===== src/hdl/cipc_regs.vh =====
// register indices, field positions, reset values and command codes of the core block
`ifndef CIPC_REGS_VH
`define CIPC_REGS_VH

// register indices; byte address is four times the index
`define CIPC_IDX_INDIRECT     10'h000
`define CIPC_IDX_PC_LOW       10'h002
`define CIPC_IDX_FSEL         10'h004
`define CIPC_IDX_PC_UPPER     10'h00a
`define CIPC_IDX_INTCTL       10'h00b
`define CIPC_IDX_PFLAGS       10'h00c
`define CIPC_IDX_PENABLES     10'h08c
`define CIPC_IDX_PWRSTAT      10'h08e
`define CIPC_IDX_CMD          10'h040
`define CIPC_IDX_CORESTAT     10'h041

// interrupt_control fields
`define CIPC_GIE_BIT          7
`define CIPC_PERIPH_IRQ_ENABLE_BIT         6
`define CIPC_TIMER_OVERFLOW_IRQ_ENABLE_BIT         5
`define CIPC_INTE_BIT         4
`define CIPC_PORT_CHANGE_IRQ_ENABLE_BIT         3
`define CIPC_TIMER_OVERFLOW_FLAG_BIT         2
`define CIPC_EXT_PIN_IRQ_FLAG_BIT         1
`define CIPC_PORT_CHANGE_FLAG_BIT         0

// peripheral enable / flag field
`define CIPC_CMP_BIT          6

// power_reset_status fields
`define CIPC_POR_BIT          1
`define CIPC_BOD_BIT          0

// reset values
`define CIPC_INTCTL_RST       8'h00
`define CIPC_PENABLES_RST     1'b0
`define CIPC_PFLAGS_RST       1'b0
`define CIPC_PC_RST           13'h0000
`define CIPC_PC_UPPER_RST     5'h00
`define CIPC_FSEL_RST         8'h00

// reset cause codes on rst_cause
`define CIPC_CAUSE_POR        2'h0
`define CIPC_CAUSE_EXT        2'h1
`define CIPC_CAUSE_WDT        2'h2
`define CIPC_CAUSE_BOR        2'h3

// command register: opcode in bits 18:16, target in bits 10:0
`define CIPC_CMD_OP_LSB       16
`define CIPC_OP_STEP          3'h1
`define CIPC_OP_CALL          3'h2
`define CIPC_OP_JUMP          3'h3
`define CIPC_OP_RETURN        3'h4
`define CIPC_OP_RETLIT        3'h5
`define CIPC_OP_RETIRQ        3'h6
`define CIPC_OP_TAKE_IRQ      3'h7

// interrupt vector location
`define CIPC_IRQ_VECTOR       13'h0004

// synchroniser fill cycles after reset before input edges count
`define CIPC_SYNC_FILL        3'h4

`endif


===== src/hdl/cipc_core.v =====
// core interrupt, program counter, return stack and indirect addressing logic with apb access
//
// The APB register port was left to the implementer.
`timescale 1ns/1ps
`include "cipc_regs.vh"

module cipc_core #(
    parameter STACK_DEPTH = 8,
    parameter PC_WIDTH    = 13
) (
    input  wire        pclk,
    input  wire        presetn,
    input  wire        psel,
    input  wire        penable,
    input  wire        pwrite,
    input  wire [11:0] paddr,
    input  wire [31:0] pwdata,
    output reg  [31:0] prdata,
    output reg         pready,
    output reg         pslverr,
    input  wire        timer_overflow_evt,
    input  wire        ext_pin_evt,
    input  wire        port_change_evt,
    input  wire        comparator_out,
    input  wire [1:0]  rst_cause,
    input  wire        brownout_circuit_enable,
    output reg  [8:0]  mem_addr,
    output reg  [7:0]  mem_wdata,
    output reg         mem_we,
    input  wire [7:0]  mem_rdata,
    output reg  [12:0] pc_value,
    output reg         irq_request
);

    ////////////////////////////////////////////////////////////////////////////////
    // declarations
    reg  [3:0]          sync1_q;
    reg  [3:0]          sync2_q;
    reg  [3:0]          sync3_q;
    reg  [3:0]          filt_q;
    reg  [2:0]          fill_q;
    wire [3:0]          filt_d;
    wire [3:0]          rise;
    wire                cmp_change;
    reg                 global_irq_enable_q;
    reg                 periph_irq_enable_q;
    reg                 timer_overflow_irq_enable_q;
    reg                 ext_pin_irq_enable_q;
    reg                 port_change_irq_enable_q;
    reg                 timer_overflow_flag_q;
    reg                 ext_pin_irq_flag_q;
    reg                 port_change_flag_q;
    reg                 comparator_irq_enable_q;
    reg                 comparator_irq_flag_q;
    reg                 por_status_q;
    reg                 brownout_status_q;
    reg  [1:0]          cause_q;
    reg                 captured_q;
    reg  [4:0]          pc_upper_latch_q;
    reg  [7:0]          file_select_pointer_q;
    reg  [PC_WIDTH-1:0] pc_q;
    reg  [PC_WIDTH-1:0] pc_d;
    reg  [PC_WIDTH-1:0] stack_q [0:STACK_DEPTH-1];
    reg  [2:0]          sp_q;
    reg  [2:0]          sp_d;
    reg                 push;
    reg  [PC_WIDTH-1:0] push_val;
    reg                 gie_set;
    reg                 gie_clr;
    wire [9:0]          idx;
    wire                aligned;
    wire                setup;
    wire                acc_done;
    wire                wr;
    wire                irq_pend;
    wire [2:0]          cmd_op;
    wire [10:0]         cmd_tgt;
    wire                ind_self;
    wire [2:0]          sp_top;
    reg  [31:0]         rd_d;
    reg                 hit;
    integer             i;

    ////////////////////////////////////////////////////////////////////////////////
    // apb decode
    assign idx      = paddr[11:2];
    assign aligned  = (paddr[1:0] == 2'h0);
    assign setup    = psel & ~penable;
    assign acc_done = psel & penable & pready;
    assign wr       = acc_done & pwrite & hit;
    assign cmd_op   = pwdata[`CIPC_CMD_OP_LSB+2:`CIPC_CMD_OP_LSB];
    assign cmd_tgt  = pwdata[10:0];
    // pointer naming the port itself in either bank
    assign ind_self = (file_select_pointer_q[6:0] == 7'h00);
    assign sp_top   = sp_q - 3'h1;

    ////////////////////////////////////////////////////////////////////////////////
    // event inputs: three-stage synchroniser, level moves when stages two and three agree
    assign filt_d     = (sync2_q & sync3_q) | (filt_q & (sync2_q | sync3_q));
    // a pin already high at reset release is a level, not an event
    assign rise       = {4{fill_q == `CIPC_SYNC_FILL}} & filt_d & ~filt_q;
    assign cmp_change = (fill_q == `CIPC_SYNC_FILL) & (filt_d[3] ^ filt_q[3]);

    always @(posedge pclk or negedge presetn)
    begin
        if (!presetn)
        begin
            sync1_q <= 4'h0;
            sync2_q <= 4'h0;
            sync3_q <= 4'h0;
            filt_q  <= 4'h0;
            fill_q  <= 3'h0;
        end
        else
        begin
            if (fill_q != `CIPC_SYNC_FILL)
                fill_q <= fill_q + 3'h1;
            sync1_q <= {comparator_out, port_change_evt, ext_pin_evt, timer_overflow_evt};
            sync2_q <= sync1_q;
            sync3_q <= sync2_q;
            filt_q  <= filt_d;
        end
    end

    ////////////////////////////////////////////////////////////////////////////////
    // interrupt qualification
    assign irq_pend = global_irq_enable_q & (
        (timer_overflow_irq_enable_q & timer_overflow_flag_q) |
        (ext_pin_irq_enable_q & ext_pin_irq_flag_q) |
        (port_change_irq_enable_q & port_change_flag_q) |
        (periph_irq_enable_q & comparator_irq_enable_q & comparator_irq_flag_q));

    ////////////////////////////////////////////////////////////////////////////////
    // read mux
    always @*
    begin
        rd_d = 32'h0000_0000;
        hit  = aligned;
        case (idx)
            `CIPC_IDX_INTCTL:
                rd_d[7:0] = {global_irq_enable_q, periph_irq_enable_q, timer_overflow_irq_enable_q,
                             ext_pin_irq_enable_q, port_change_irq_enable_q, timer_overflow_flag_q,
                             ext_pin_irq_flag_q, port_change_flag_q};
            `CIPC_IDX_PFLAGS:
                rd_d[`CIPC_CMP_BIT] = comparator_irq_flag_q;
            `CIPC_IDX_PENABLES:
                rd_d[`CIPC_CMP_BIT] = comparator_irq_enable_q;
            `CIPC_IDX_PWRSTAT:
                rd_d[1:0] = {por_status_q, brownout_status_q};
            `CIPC_IDX_PC_LOW:
                rd_d[7:0] = pc_q[7:0];
            `CIPC_IDX_PC_UPPER:
                rd_d[4:0] = pc_upper_latch_q;
            `CIPC_IDX_FSEL:
                rd_d[7:0] = file_select_pointer_q;
            `CIPC_IDX_INDIRECT:
                rd_d[7:0] = ind_self ? 8'h00 : mem_rdata;
            `CIPC_IDX_CMD:
                rd_d = 32'h0000_0000;
            `CIPC_IDX_CORESTAT:
                rd_d = {14'h0000, cause_q, 3'h0, pc_q};
            default:
                hit = 1'b0;
        endcase
    end

    ////////////////////////////////////////////////////////////////////////////////
    // apb slave: one wait state, answer on the second access cycle
    always @(posedge pclk or negedge presetn)
    begin
        if (!presetn)
        begin
            pready    <= 1'b0;
            pslverr   <= 1'b0;
            prdata    <= 32'h0000_0000;
            mem_addr  <= 9'h000;
            mem_wdata <= 8'h00;
            mem_we    <= 1'b0;
        end
        else
        begin
            pready  <= psel & penable & ~pready;
            pslverr <= psel & penable & ~pready & ~hit;
            if (psel & penable & ~pready)
                prdata <= pwrite ? 32'h0000_0000 : rd_d;
            if (setup)
            begin
                mem_addr <= {1'b0, file_select_pointer_q};
            end
            mem_we <= 1'b0;
            if (wr && idx == `CIPC_IDX_INDIRECT && !ind_self)
            begin
                mem_we    <= 1'b1;
                mem_wdata <= pwdata[7:0];
            end
        end
    end

    ////////////////////////////////////////////////////////////////////////////////
    // interrupt enables and flags; a hardware set wins over a software clear
    always @(posedge pclk or negedge presetn)
    begin
        if (!presetn)
        begin
            {global_irq_enable_q, periph_irq_enable_q, timer_overflow_irq_enable_q,
             ext_pin_irq_enable_q, port_change_irq_enable_q, timer_overflow_flag_q,
             ext_pin_irq_flag_q, port_change_flag_q} <= `CIPC_INTCTL_RST;
            comparator_irq_enable_q <= `CIPC_PENABLES_RST;
            comparator_irq_flag_q   <= `CIPC_PFLAGS_RST;
            irq_request             <= 1'b0;
        end
        else
        begin
            if (wr && idx == `CIPC_IDX_INTCTL)
            begin
                global_irq_enable_q         <= pwdata[`CIPC_GIE_BIT];
                periph_irq_enable_q         <= pwdata[`CIPC_PERIPH_IRQ_ENABLE_BIT];
                timer_overflow_irq_enable_q <= pwdata[`CIPC_TIMER_OVERFLOW_IRQ_ENABLE_BIT];
                ext_pin_irq_enable_q        <= pwdata[`CIPC_INTE_BIT];
                port_change_irq_enable_q    <= pwdata[`CIPC_PORT_CHANGE_IRQ_ENABLE_BIT];
            end
            else if (gie_clr)
                global_irq_enable_q <= 1'b0;
            else if (gie_set)
                global_irq_enable_q <= 1'b1;
            timer_overflow_flag_q <= rise[0] |
                ((wr && idx == `CIPC_IDX_INTCTL) ? pwdata[`CIPC_TIMER_OVERFLOW_FLAG_BIT] : timer_overflow_flag_q);
            ext_pin_irq_flag_q <= rise[1] |
                ((wr && idx == `CIPC_IDX_INTCTL) ? pwdata[`CIPC_EXT_PIN_IRQ_FLAG_BIT] : ext_pin_irq_flag_q);
            port_change_flag_q <= rise[2] |
                ((wr && idx == `CIPC_IDX_INTCTL) ? pwdata[`CIPC_PORT_CHANGE_FLAG_BIT] : port_change_flag_q);
            if (wr && idx == `CIPC_IDX_PENABLES)
                comparator_irq_enable_q <= pwdata[`CIPC_CMP_BIT];
            comparator_irq_flag_q <= cmp_change |
                ((wr && idx == `CIPC_IDX_PFLAGS) ? pwdata[`CIPC_CMP_BIT] : comparator_irq_flag_q);
            irq_request <= irq_pend;
        end
    end

    ////////////////////////////////////////////////////////////////////////////////
    // reset cause capture; these bits survive reset so software can compare
    always @(posedge pclk or negedge presetn)
    begin
        if (!presetn)
            captured_q <= 1'b0;
        else
            captured_q <= 1'b1;
    end

    always @(posedge pclk)
    begin
        if (!captured_q && presetn)
        begin
            cause_q <= rst_cause;
            if (rst_cause == `CIPC_CAUSE_POR)
            begin
                por_status_q      <= 1'b0;
                brownout_status_q <= 1'b0;
            end
            else if (rst_cause == `CIPC_CAUSE_BOR && brownout_circuit_enable)
                brownout_status_q <= 1'b0;
        end
        else if (wr && idx == `CIPC_IDX_PWRSTAT)
        begin
            por_status_q      <= pwdata[`CIPC_POR_BIT];
            brownout_status_q <= pwdata[`CIPC_BOD_BIT];
        end
    end

    ////////////////////////////////////////////////////////////////////////////////
    // program counter and return stack control
    always @*
    begin
        pc_d     = pc_q;
        sp_d     = sp_q;
        push     = 1'b0;
        push_val = pc_q;
        gie_set  = 1'b0;
        gie_clr  = 1'b0;
        if (wr && idx == `CIPC_IDX_PC_LOW)
            pc_d = {pc_upper_latch_q, pwdata[7:0]};
        else if (wr && idx == `CIPC_IDX_CMD)
        begin
            case (cmd_op)
                `CIPC_OP_STEP:
                    pc_d = pc_q + 13'h0001;
                `CIPC_OP_CALL:
                begin
                    push     = 1'b1;
                    push_val = pc_q + 13'h0001;
                    pc_d     = {pc_upper_latch_q[4:3], cmd_tgt};
                end
                `CIPC_OP_JUMP:
                    pc_d = {pc_upper_latch_q[4:3], cmd_tgt};
                `CIPC_OP_RETURN, `CIPC_OP_RETLIT, `CIPC_OP_RETIRQ:
                begin
                    pc_d    = stack_q[sp_top];
                    sp_d    = sp_top;
                    gie_set = (cmd_op == `CIPC_OP_RETIRQ);
                end
                `CIPC_OP_TAKE_IRQ:
                    if (irq_pend)
                    begin
                        push    = 1'b1;
                        pc_d    = `CIPC_IRQ_VECTOR;
                        gie_clr = 1'b1;
                    end
                default:
                    pc_d = pc_q;
            endcase
        end
        if (push)
            sp_d = sp_q + 3'h1;
    end

    always @(posedge pclk or negedge presetn)
    begin
        if (!presetn)
        begin
            pc_q                  <= `CIPC_PC_RST;
            pc_value              <= `CIPC_PC_RST;
            sp_q                  <= 3'h0;
            pc_upper_latch_q      <= `CIPC_PC_UPPER_RST;
            file_select_pointer_q <= `CIPC_FSEL_RST;
        end
        else
        begin
            pc_q     <= pc_d;
            pc_value <= pc_d;
            sp_q     <= sp_d;
            // the stack path never touches the upper latch
            if (wr && idx == `CIPC_IDX_PC_UPPER)
                pc_upper_latch_q <= pwdata[4:0];
            if (wr && idx == `CIPC_IDX_FSEL)
                file_select_pointer_q <= pwdata[7:0];
        end
    end

    // stack storage; the oldest entry is overwritten after eight pushes
    always @(posedge pclk or negedge presetn)
    begin
        if (!presetn)
        begin
            for (i = 0; i < STACK_DEPTH; i = i + 1)
                stack_q[i] <= `CIPC_PC_RST;
        end
        else if (push)
            stack_q[sp_q] <= push_val;
    end

endmodule // cipc_core


===== config.mk =====
export PLATFORM = sky130hd
export DESIGN_NAME = cipc_core
export DESIGN_NICKNAME = d
export VERILOG_FILES = /design/src/hdl/cipc_core.v
export VERILOG_INCLUDE_DIRS = /design/src /design/src/hdl
export SDC_FILE = /design/constraint.sdc
export NUM_CORES = 1
export LEC_CHECK = 0
export CAP_MARGIN = 20
export CORE_MARGIN = 3
export CORE_UTILIZATION = 60
export DETAILED_ROUTE_END_ITERATION = 8
export DONT_BUFFER_PORTS = 1
export MAX_ROUTING_LAYER = met4
export PLACE_DENSITY = 0.82
export REMOVE_ABC_BUFFERS = 1
export SETUP_SLACK_MARGIN = 0.1
export SYNTH_ARGS = -nofsm -noshare
export SYNTH_HDL_FRONTEND = slang
export SYNTH_SLANG_ARGS = --single-unit

===== constraint.sdc =====
create_clock -name pclk -period 3.6 [get_ports pclk]
set_clock_uncertainty 0.1 [all_clocks]
set_input_delay 0 -clock pclk [delete_from_list [all_inputs] [get_ports pclk]]
set_output_delay 0 -clock pclk [all_outputs]
set_load 0.005 [all_outputs]

# ---- Word-level counts from Yosys, hierarchy flattened
# Index checks and enable logic that the tools add are counted.
dict set report op_classes {
  n_addsub 4
  n_lt_le_gt_ge 3
  n_eq_ne 23
  mux 51
  n_bitwise 34
  reduce_logical 33
}
# operator count
set op_table {}
lappend op_table {{13-bit 2-to-1 mux} 9}
lappend op_table {{104-bit bitwise mux} 1}
lappend op_table {{13-bit case mux with 4 select lines} 1}
lappend op_table {{13-bit binary-select mux with 3-bit select} 1}
lappend op_table {{13-bit demux with 3-bit select} 1}
lappend op_table {{32-bit 2-to-1 mux} 1}
lappend op_table {{10-bit by 4-bit == test with 1-bit output, second input constant} 3}
lappend op_table {{1-bit 2-to-1 mux} 25}
lappend op_table {{10-bit by 7-bit == test with 1-bit output, second input constant} 2}
lappend op_table {{10-bit by 8-bit == test with 1-bit output, second input constant} 2}
lappend op_table {{3-bit == test, second input constant} 5}
lappend op_table {{3-bit case mux with 5 select lines} 1}
lappend op_table {{1-bit AND} 14}
lappend op_table {{13-bit by 1-bit adder with 13-bit output, second input constant} 1}
lappend op_table {{1-bit logical AND} 13}
lappend op_table {{3-bit 2-to-1 mux} 4}
lappend op_table {{2-bit case mux with 6 select lines} 1}
lappend op_table {{10-bit by 2-bit == test with 1-bit output, second input constant} 1}
lappend op_table {{10-bit by 3-bit == test with 1-bit output, second input constant} 1}
lappend op_table {{10-bit zero test} 1}
lappend op_table {{10-bit 2-to-1 mux} 1}
lappend op_table {{10-bit OR reduction} 1}
lappend op_table {{4-bit AND} 2}
lappend op_table {{4-bit greater-or-equal comparator, second input constant} 2}
lappend op_table {{31 further kinds} 54}
dict set report totals {
  regBits 219
  output_inout_bits 66
}

# ---- Depth between registers and ports, before layout
# Gate-level depths: netlist of the first run.
dict set report logic_depth {
  word_depth 11
  ltp_mapped 10
  depth_no_buf 7
}

# ---- Worst setup path before layout of the first run
# OpenSTA, ideal clock, no wires.
dict set report synth_timing {
  kind {reg-to-reg}
  from {register sp_q[0]}
  to {register pc_q[12]}
  setup_ns 0.124
  arrival_time_ns 2.833
  slack_ns 0.544
  stages_incl_launch_ff 11
  n_path_buf 4
  period_less_slack_ns 3.056
  path_cell_list {dfrtp_1 buf_2 buf_2 inv_1 ha_1 clkbuf_1 clkbuf_1 mux4_2 mux2_2 a32oi_1 nand2_1}
}
dict set report synth_via {
  elab_chain_cells 8
}
# element line
set synth_rtl {}
lappend synth_rtl {{from (decl)} cipc_core.v:64} ;# reg [2:0] sp_q;
lappend synth_rtl {{from (signal assigned)} cipc_core.v:330} ;# sp_q <= sp_d;
lappend synth_rtl {{3-bit by 1-bit subtractor with 3-bit output} cipc_core.v:95} ;# assign sp_top = sp_q - 3'h1;
lappend synth_rtl {{3-bit NOT with 4-bit output (implied by the code)} cipc_core.v:297} ;# pc_d = stack_q[sp_top];
lappend synth_rtl {{13-bit binary-select mux with 3-bit select} cipc_core.v:297}
lappend synth_rtl {{13-bit 2-to-1 mux (implied by the code) (2 in a row)} cipc_core.v:297}
lappend synth_rtl {{13-bit case mux with 4 select lines} cipc_core.v:284} ;# case (cmd_op)
lappend synth_rtl {{13-bit 2-to-1 mux} cipc_core.v:282} ;# else if (wr && idx == `CIPC_IDX_CMD)
lappend synth_rtl {{13-bit 2-to-1 mux} cipc_core.v:280} ;# if (wr && idx == `CIPC_IDX_PC_LOW)
lappend synth_rtl {{to (signal assigned)} cipc_core.v:320} ;# pc_q <= `CIPC_PC_RST;
lappend synth_rtl {{to (signal assigned)} cipc_core.v:328} ;# pc_q <= pc_d;
lappend synth_rtl {{to (decl)} cipc_core.v:61} ;# reg [PC_WIDTH-1:0] pc_q;
# No other way between the ends. The select of a mux whose other input is x is not followed.
# A chain may end at the register's enable or synchronous reset.

# ---- Worst setup path after layout of the first run
dict set report layout_timing {
  from {input paddr[8]}
  to {register prdata[1]}
}
dict set report layout_via {
  elab_chain_cells 4
  word_cells_on_any_way 10
  classes_between {6 x eq/ne; 2 x mux; 2 x reduce/logical}
}
# element line
set layout_rtl {}
lappend layout_rtl {{from (decl)} cipc_core.v:16} ;# input wire [11:0] paddr,
lappend layout_rtl {{10-bit by 2-bit == test with 1-bit output or 10-bit by 7-bit == test with 1-bit output (tied branches)} cipc_core.v:139} ;# case (idx)
lappend layout_rtl {{2-bit OR reduction (no source line)} -}
lappend layout_rtl {{2-bit case mux with 6 select lines *} cipc_core.v:139}
lappend layout_rtl {{32-bit 2-to-1 mux *} cipc_core.v:185} ;# prdata <= pwrite ? 32'h0000_0000 : rd_d;
lappend layout_rtl {{to (signal assigned)} cipc_core.v:185}
lappend layout_rtl {{to (decl)} cipc_core.v:18} ;# output reg [31:0] prdata,
# Mark *: on every way between the ends. The rest lies on a longest branch, timed or not.

==> results of run 1 <==
==> layout make-up <==
cell class | instances | share of cell area (%)
multi-input cells | 665 | 38.8
flip-flops and latches | 202 | 43.4
clock buffers | 30 | 5.12
inverters | 21 | 0.673
well taps | 216 | 2.31
repair buffers | 101 | 8.27
diodes | 5 | 0.107
clock inverters | 7 | 1.40
==> layer usage <==
metal / part of all wire [%] / track usage (%) / vias to the layer above
met5: 0 / - / -
met4: 6.6 / 17.0 / 0
met3: 13 / 11.8 / 272
met2: 45 / 52.3 / 778
met1: 35 / 42.4 / 4128
li1: - / - / 3566
==> state kept, by name (all words and copies together), names as in the netlist, 3 cells and up <==
| name | cells |
|---|---|
| sync3_q | 4 |
| stack_q | 104 |
| sync1_q | 4 |
| sync2_q | 4 |
| file_select_pointer_q | 8 |
| fill_q | 3 |
| filt_q | 4 |
| mem_addr | 8 |
| mem_wdata | 8 |
| prdata | 15 |
| sp_q | 3 |
| pc_upper_latch_q | 5 |
| pc_q | 13 |
==> power by group through the flow <==
| stage | registers, mW | clock network, mW | logic, mW |
|---|---|---|---|
| floorplan | 2.35 | 0 | 0.0744 |
| global placement | 2.36 | 0 | 0.0957 |
| detailed placement | 2.36 | 0 | 0.0989 |
| CTS | 2.32 | 2.44 | 0.187 |
| global route | 2.32 | 2.53 | 0.214 |
| finish | 2.32 | 2.41 | 0.209 |
==> cells by family (layout without fill, tap and decap cells) <==
logic type                 Yosys count  after routing  share of synthesized area [%]
muxes                               69             69                           10.6
DFF                                202            202                           50.7
buffers and inverters               99            159                           4.65
and+or+nand+nor                    311            311                           16.7
xor gates and xnor gates            21             21                           1.91
AOI/OAI and AO/OA                  236            236                           14.4
adders and majority gates            9              9                           1.03
other                                2             24                         0.0751
==> timing repair <==
item | 4_1_cts | 5_1_grt
resized for setup | 0 | 2
endpoints found under the hold margin | 287 | 198
endpoints found under the setup margin | 0 | 1
==> per-stage QoR <==
step	utilization (%)	hold WS [ps]	setup TNS, ps	power (mW)
after CTS	72.4	-911	0	4.95
after global routing	72.6	-908	-2.49	5.06
after detailed placement	62.7	-385	0	2.46
after floorplan	-	-396	-27.9	2.43
final	72.6	-885	0	4.94
after global placement	62.7	-384	0	2.45
==> worst reg2reg max path, stage by stage, from the launching register on <==
cell                            delay (ps)
sky130_fd_sc_hd__dfrtp_1               410
sky130_fd_sc_hd__or4_1                 570
sky130_fd_sc_hd__nor4_1                580
sky130_fd_sc_hd__nor3_2                230
sky130_fd_sc_hd__nand2_1               130
sky130_fd_sc_hd__dlygate4sd3_1         560
sky130_fd_sc_hd__a31oi_1                90
sky130_fd_sc_hd__dlygate4sd3_1         600
==> worst max-delay path by stage <==
stage              from           end  slack (ps)  cells past startpoint
6_report       paddr[8]     prdata[1]         220                      9
5_1_grt        paddr[8]     prdata[1]          -2                      9
4_1_cts        paddr[8]     prdata[1]         260                      9
3_5_place_dp    pc_q[2]   stack_q[48]         840                      5
3_3_place_gp    pc_q[2]  stack_q[100]         880                      5
2_1_floorplan   sp_q[0]      pc_q[11]         -30                      7
==> cells in the final DEF (no fill, tap or decap), types with 26 or more instances in the layout <==
master | netlist | layout
sky130_fd_sc_hd__a21oi_1 | 64 | 64
sky130_fd_sc_hd__dfrtp_1 | 198 | 197
sky130_fd_sc_hd__dlygate4sd3_1 | 0 | 80
sky130_fd_sc_hd__mux2_2 | 32 | 32
sky130_fd_sc_hd__mux4_2 | 26 | 26
sky130_fd_sc_hd__nand2_1 | 108 | 108
sky130_fd_sc_hd__nor2_1 | 29 | 29
sky130_fd_sc_hd__nor2b_1 | 33 | 33
sky130_fd_sc_hd__nor4_1 | 29 | 29
sky130_fd_sc_hd__o21ai_0 | 82 | 82
==> summary by stage, run 1 <==
Layout
The relative area change from synthesis to final layout is 17.0%. The fraction of layout instances using a drive strength above 1 is 13.3%. The number of nets at the end of the flow is 1081.

The storage element area is 0.00508 mm². With fillers left out, the area of the finished cells amounts to 0.0117 mm². The layout filler cell count is 1004. The combined area of the multi-input logic cells is 0.00454 mm².

The finished layout holds 1247 standard cells, fillers aside.

Worst setup path
The data arrival time of the worst path is 3720 ps. Along the worst path, the maximum fanout reaches 8. The endpoint of the worst-slack reg-to-reg timing path is prdata[1]. The critical path in this run is classified as input port to register. The endpoint kind of the worst setup timing path is a register. The critical path startpoint category is an input port. The setup check on the worst reg-to-reg path leaves a slack of 220 ps.

Broken down by cell family, the worst path's largest delay share belongs to buffers and inverters. The critical path contains buffers and inverters numbering 4 combined. In this run the critical register-to-register path is launched from file_select_pointer_q[2]. The cell with the largest stage delay on the worst path is sky130_fd_sc_hd__dlygate4sd3_1. The depth of the worst register-to-register path is 7. The cell repeated most along the worst path is sky130_fd_sc_hd__dlygate4sd3_1. Traced cell by cell, the critical path runs through dlygate4sd3_1 -> nor3_1 -> dlygate4sd3_1 -> nand2_1 -> nor3_2 -> nand2_1 -> dlygate4sd3_1 -> a31oi_1 -> dlygate4sd3_1. Data on the critical path is required at its endpoint by 3940 ps. The critical path's largest stage delay is 680 ps.

STA
The hold violation count in the final report was 198. On the final layout, the worst hold slack is -885 ps. The final critical-path setup slack is 218 ps. The final number of max-transition violations is 0. Setup violations remaining at the end of the flow were counted as 0. The clock period could shrink to 3380 ps.

The relative slew slack is 27.3%. The achievable clock frequency is 0.296 GHz. At the pin with the least slew margin, the transition time is 1090 ps.

The share of the clock period used by the worst path is 93.9%.

Synthesis
The number of instances in the synthesized netlist is 949. The share of synthesized area in the top cell type comes to 49.5%. The number of storage elements in the synthesis netlist is 202. Sequential elements use 50.7% of the synthesized area. After synthesis, the share of flip-flops with an asynchronous set or reset is 98.0%. In the synthesized netlist the dominant register cell turns out to be sky130_fd_sc_hd__dfrtp_1. In the post-synthesis netlist, the biggest area contributors are sky130_fd_sc_hd__dfrtp_1 50%, sky130_fd_sc_hd__mux4_2 5.9%, sky130_fd_sc_hd__o21ai_0 4.1%. A synthesized cell averages 10.5 µm². The number of warnings printed during yosys synthesis is 0. After synthesis, the most frequently instantiated cells are 198 x sky130_fd_sc_hd__dfrtp_1, 108 x sky130_fd_sc_hd__nand2_1, 82 x sky130_fd_sc_hd__o21ai_0.

The netlist area before placement is 0.0100 mm². Yosys mapped a number of flops with a built-in enable equal to 4. In the post-synthesis netlist, the cell with the most instances is sky130_fd_sc_hd__dfrtp_1. The largest area contributor in the synthesized netlist is sky130_fd_sc_hd__dfrtp_1. The synthesized netlist contains 74 unique library cells.

Power and ir drop
Dividing total power by cell area gives a power density of 422 mW/mm². The power spent charging and discharging nets is 1.04 mW. The relative contribution of sequential cells to total power is 47.0%. In this run switching power makes up 21.0% of total power. The fraction of power consumed by the clock network is 48.8%. The peak supply drop is 0.362 mV. The combinational cell fraction of total power is 4.2%. Internal power comes to 3.90 mW. In this run the static leakage power is 5.09 nW.

Die
The total number of placement rows is 46. The die is 135 µm wide. From bottom edge to top edge, the die measures 135 µm. The area of the die is 0.0183 mm². The core region is 0.0161 mm². The initial utilization of the core area, before any placement, comes to 62.1%. 130 I/O pins were placed.

Drt
The aggregate routed wire length is 31600 µm. The number of search-and-repair iterations in the first detailed-routing pass is 9. Dividing the detail-routed wire length by the instance count gives 25.3 µm. The detail route stage leaves a number of antenna-violating nets equal to 0.

The via total after detailed routing is 8744. The post-route DRC violation count is 75. The mean number of vias per cell is 7.01. The first routing iteration left 1505 violations.

GRT
After global routing the overflow that remains totals 0. The maximum number of pins on one net before global-route repair is 200. The number of antenna violations at the first check in global routing came to 4.

The first global-routing pass estimated 48100 µm of wire. The number of global-route vias before repair came to 8756. Across every metal layer, demand over resource in global routing totals 34.8%.

Run status
The run finished, with violations left. The checks that failed: design-rule violations, negative hold slack.

Place
After detailed placement, the design holds a cell count of 1123. During placement, the flow inserted port buffers numbering 0. The HPWL reported at the end of detailed placement is 17500 µm. Prior to clock tree synthesis, the placed netlist has a worst setup slack of 841 ps. The placer congestion estimate is 0.951. In this run the cell area measured after placement is 0.0101 mm².

Clock network
The buffer levels on the longest clock path is 3. TritonCTS built the clock tree. The tree built by TritonCTS fans out to 202 sinks. The post-CTS setup repair buffer count is 0.

The root buffer cell is sky130_fd_sc_hd__clkbuf_16. The CTS H-tree depth is 1. Buffers inserted during clock tree synthesis total 21. The clock insertion delay at the later pin of the skew report is 500 ps. The clock slew at the register clock pins of the worst setup and hold paths is 80 ps.

In this run, post-CTS hold repair placed 80 buffers.

Job
Max-cap violations in this run came to 0.

Worst hold path
The class of the worst hold path is input port to asynchronous set/reset pin.
Note: power is estimated with default switching activity, not from simulation.
==> run 2, diff against run 1 <==
CORE_UTILIZATION = 55   (was 60)
PLACE_DENSITY = 0.76   (was 0.82)
SLEW_MARGIN = 15   (was default)
==> run 2 against run 1 <==
The run ends with negative hold slack left; maximum frequency is 0.69% higher; clock power hardly changed; non-clock buffer count is 3 lower; cell count is 0.56% higher; worst hold slack worse by 14 ps; sequential power hardly changed; combinational power is 5% lower; clock-buffer cell count is 1 lower; setup slack better by 23 ps; via count is 6.8% lower; die area is 8.7% higher; power is 0.45% lower.
==> summary by stage, run 2 (synthesis results as in run 1) <==
Worst setup path
Of all nets on the critical path, the largest fanout is 5. The data required time of the critical path is 3950 ps. The worst register-to-register path has a depth of 7. In this run the critical register-to-register path is launched from file_select_pointer_q[2]. The worst setup path is captured at a register. STA puts the critical path data arrival time at 3710 ps. The worst setup path is launched from an input port. For flop-to-flop paths, the worst setup slack is 270 ps. The endpoint of the worst-slack reg-to-reg timing path is prdata[1]. The setup path with the least slack is of type input port to register.

Power and ir drop
Power spread over the standard cell area amounts to 421 mW/mm². The post-route total power is 4.92 mW. The cell leakage power is 5.05 nW. VDD sags by at most 0.390 mV.

Layout
In the layout the commonest cells are 197 x sky130_fd_sc_hd__dfrtp_1, 108 x sky130_fd_sc_hd__nand2_1, 82 x sky130_fd_sc_hd__o21ai_0, 73 x sky130_fd_sc_hd__dlygate4sd3_1, 64 x sky130_fd_sc_hd__a21oi_1. The layout has 1315 filler cells. At the end of the flow, the number of nets in the layout was 1079. In the final layout, flip-flops and latches occupy 0.00508 mm². The final standard cell utilization of the core is 66.6%. The combined area of the multi-input logic cells is 0.00454 mm². The fraction of layout instances using a drive strength above 1 is 14.3%.

From synthesis to final layout, the design area changed by 16.8%. The largest registers in the layout are stack_q (104), prdata (15), pc_q (13). The top register by number of flip-flops is stack_q. The most common cell after layout, fill and taps aside is sky130_fd_sc_hd__dfrtp_1. The flip-flop count of the largest register after layout is 104.

Clock network
The total number of clock tree sinks is 202. After clock tree synthesis, the clock-pin slew on the worst setup and hold paths is 70 ps. The clock insertion delay at the later pin of the skew report is 510 ps. Buffers added to address setup during post-CTS repair amount to 0. The buffer levels on the longest clock path is 3.

The CTS H-tree depth is 1. TritonCTS built the clock tree. The hold-fix buffer count after cts is 74. The number of clock buffers added by TritonCTS is 22.

The root buffer cell chosen for the clock tree is sky130_fd_sc_hd__clkbuf_16.

STA
The final period demand of the worst path is 3360 ps. On the final layout, the worst hold slack is -898 ps. At the pin with the least slew margin, the transition time is 997 ps. After layout, the worst path uses 93.3% of the clock period. The number of setup violations in the final report is 0. The total negative slack for setup checks is 0 ps.

Setup repair after global routing left no endpoint under its margin. The hold violation count in the final report is 198. Based on the critical path, the design can be clocked at up to 0.298 GHz. Setup slack on the critical path of the routed design comes to 241 ps.

The final number of max-transition violations is 0. Headroom to the max-slew limit came out at 33.3%.

Drt
The routed layout has 8153 vias. The post-route DRC violation count is 0. The number of nets still failing antenna checks after routing is 0. The average wire per standard cell is 22.9 µm. After detailed routing, the total wire length is 28700 µm. The violation count after the first detailed-routing iteration is 937.

The first detailed-routing pass ran for 5 iterations. Dividing the detail-routed via count by the number of cells gives 6.50.

GRT
The number of antenna violations at the first check in global routing was 1. The number of global-route vias before repair is 8220. Global routing used 29.6% of the available tracks. The maximum number of pins on one net before global-route repair is 200.

The remaining global-route overflow is 0. The first global-routing pass estimated 45400 µm of wire.

Place
The worst slack at placement is 625 ps. The HPWL reported at the end of detailed placement is 17600 µm. The number of port buffers is 0. The placer congestion estimate is 0.955.

Die
The total number of placement rows is 48. 130 I/O pins were placed. The initial utilization of the core area, before any placement, comes to 57.0%. The die extent in y is 141 µm. The area of the placeable core is 0.0175 mm². The die span in x is 141 µm. The die covers 0.0198 mm².

Run status
The checks that failed: negative hold slack. The flow ran to the end, but the final reports show violations.

Job
The number of max-cap violations is 0.

Worst hold path
The class of the worst hold path is input port to asynchronous set/reset pin.
-- run 2: cell count changes in the layout (fill, tap and decap cells not counted), sizes merged --
| cell | delta |
|---|---|
| inv | +1 |
| dlygate4sd3 | -7 |
| diode | -2 |
| buf | +4 |
| clkbuf | -1 |
| clkinvlp | +5 |
| bufinv | -2 |
-- run 2: power breakdown --
part / switching [mW] / total (mW) / internal (mW) / leakage (nW)
sequential: 0.0170 / 2.32 / 2.30 / 2.72
clock: 0.934 / 2.41 / 1.47 / 0.372
combinational: 0.109 / 0.198 / 0.0891 / 1.97
total: 1.06 / 4.92 / 3.86 / 5.05
-- run 2: worst max path at each step --
stage                   startpoint          end  slack, ps  depth (start not counted)
2_1_floorplan              sp_q[0]     pc_q[11]        -30                          7
3_3_place_gp   global_irq_enable_q  stack_q[47]        690                          6
3_5_place_dp   global_irq_enable_q  stack_q[39]        620                          6
4_1_cts                    sp_q[1]      pc_q[2]        120                          8
5_1_grt                    sp_q[1]      pc_q[2]        190                          8
6_report                 paddr[11]    prdata[1]        240                          8
-- run 2: per-stage QoR --
| step | instance area (µm²) | std cells | hold slack, ps |
|---|---|---|---|
| floorplan | 9680 | 888 | -396 |
| global placement | 10100 | 1135 | -383 |
| detailed placement | 10100 | 1135 | -385 |
| CTS | 11700 | 1249 | -915 |
| global route | 11700 | 1253 | -920 |
| finish | 11700 | 1254 | -898 |
-- run 2: layout make-up --
cell class                 instances  area share [%]
timing repair buffer              98            7.82
inverter                          21           0.675
sequential                       202            43.4
antenna                            3          0.0642
clock buffer                      29            5.46
clock inverter                    11            1.27
multi-input combinational        665            38.9
tap                              225            2.41
-- run 2: metal layers --
layer	vias up	share of wire, %	track usage [%]
li1	3567	-	-
met4	0	5.2	12.7
met1	3917	38	38.2
met2	525	46	44.9
met3	144	11	7.46
met5	-	0	-
-- run 2: worst max-delay path, cell delays in order --
cell and delay (ps):
sky130_fd_sc_hd__dlygate4sd3_1 630, sky130_fd_sc_hd__or4_4 550, sky130_fd_sc_hd__dlygate4sd3_1 640, sky130_fd_sc_hd__nor3_2 460
sky130_fd_sc_hd__nand2_1 130, sky130_fd_sc_hd__dlygate4sd3_1 590, sky130_fd_sc_hd__a31oi_1 140, sky130_fd_sc_hd__dlygate4sd3_1 560
-- run 2: repair_timing --
item / in CTS / in global routing
gates resized for setup: 0 / 2
hold endpoints to repair: 290 / 198
endpoints found under the setup margin: 0 / 12
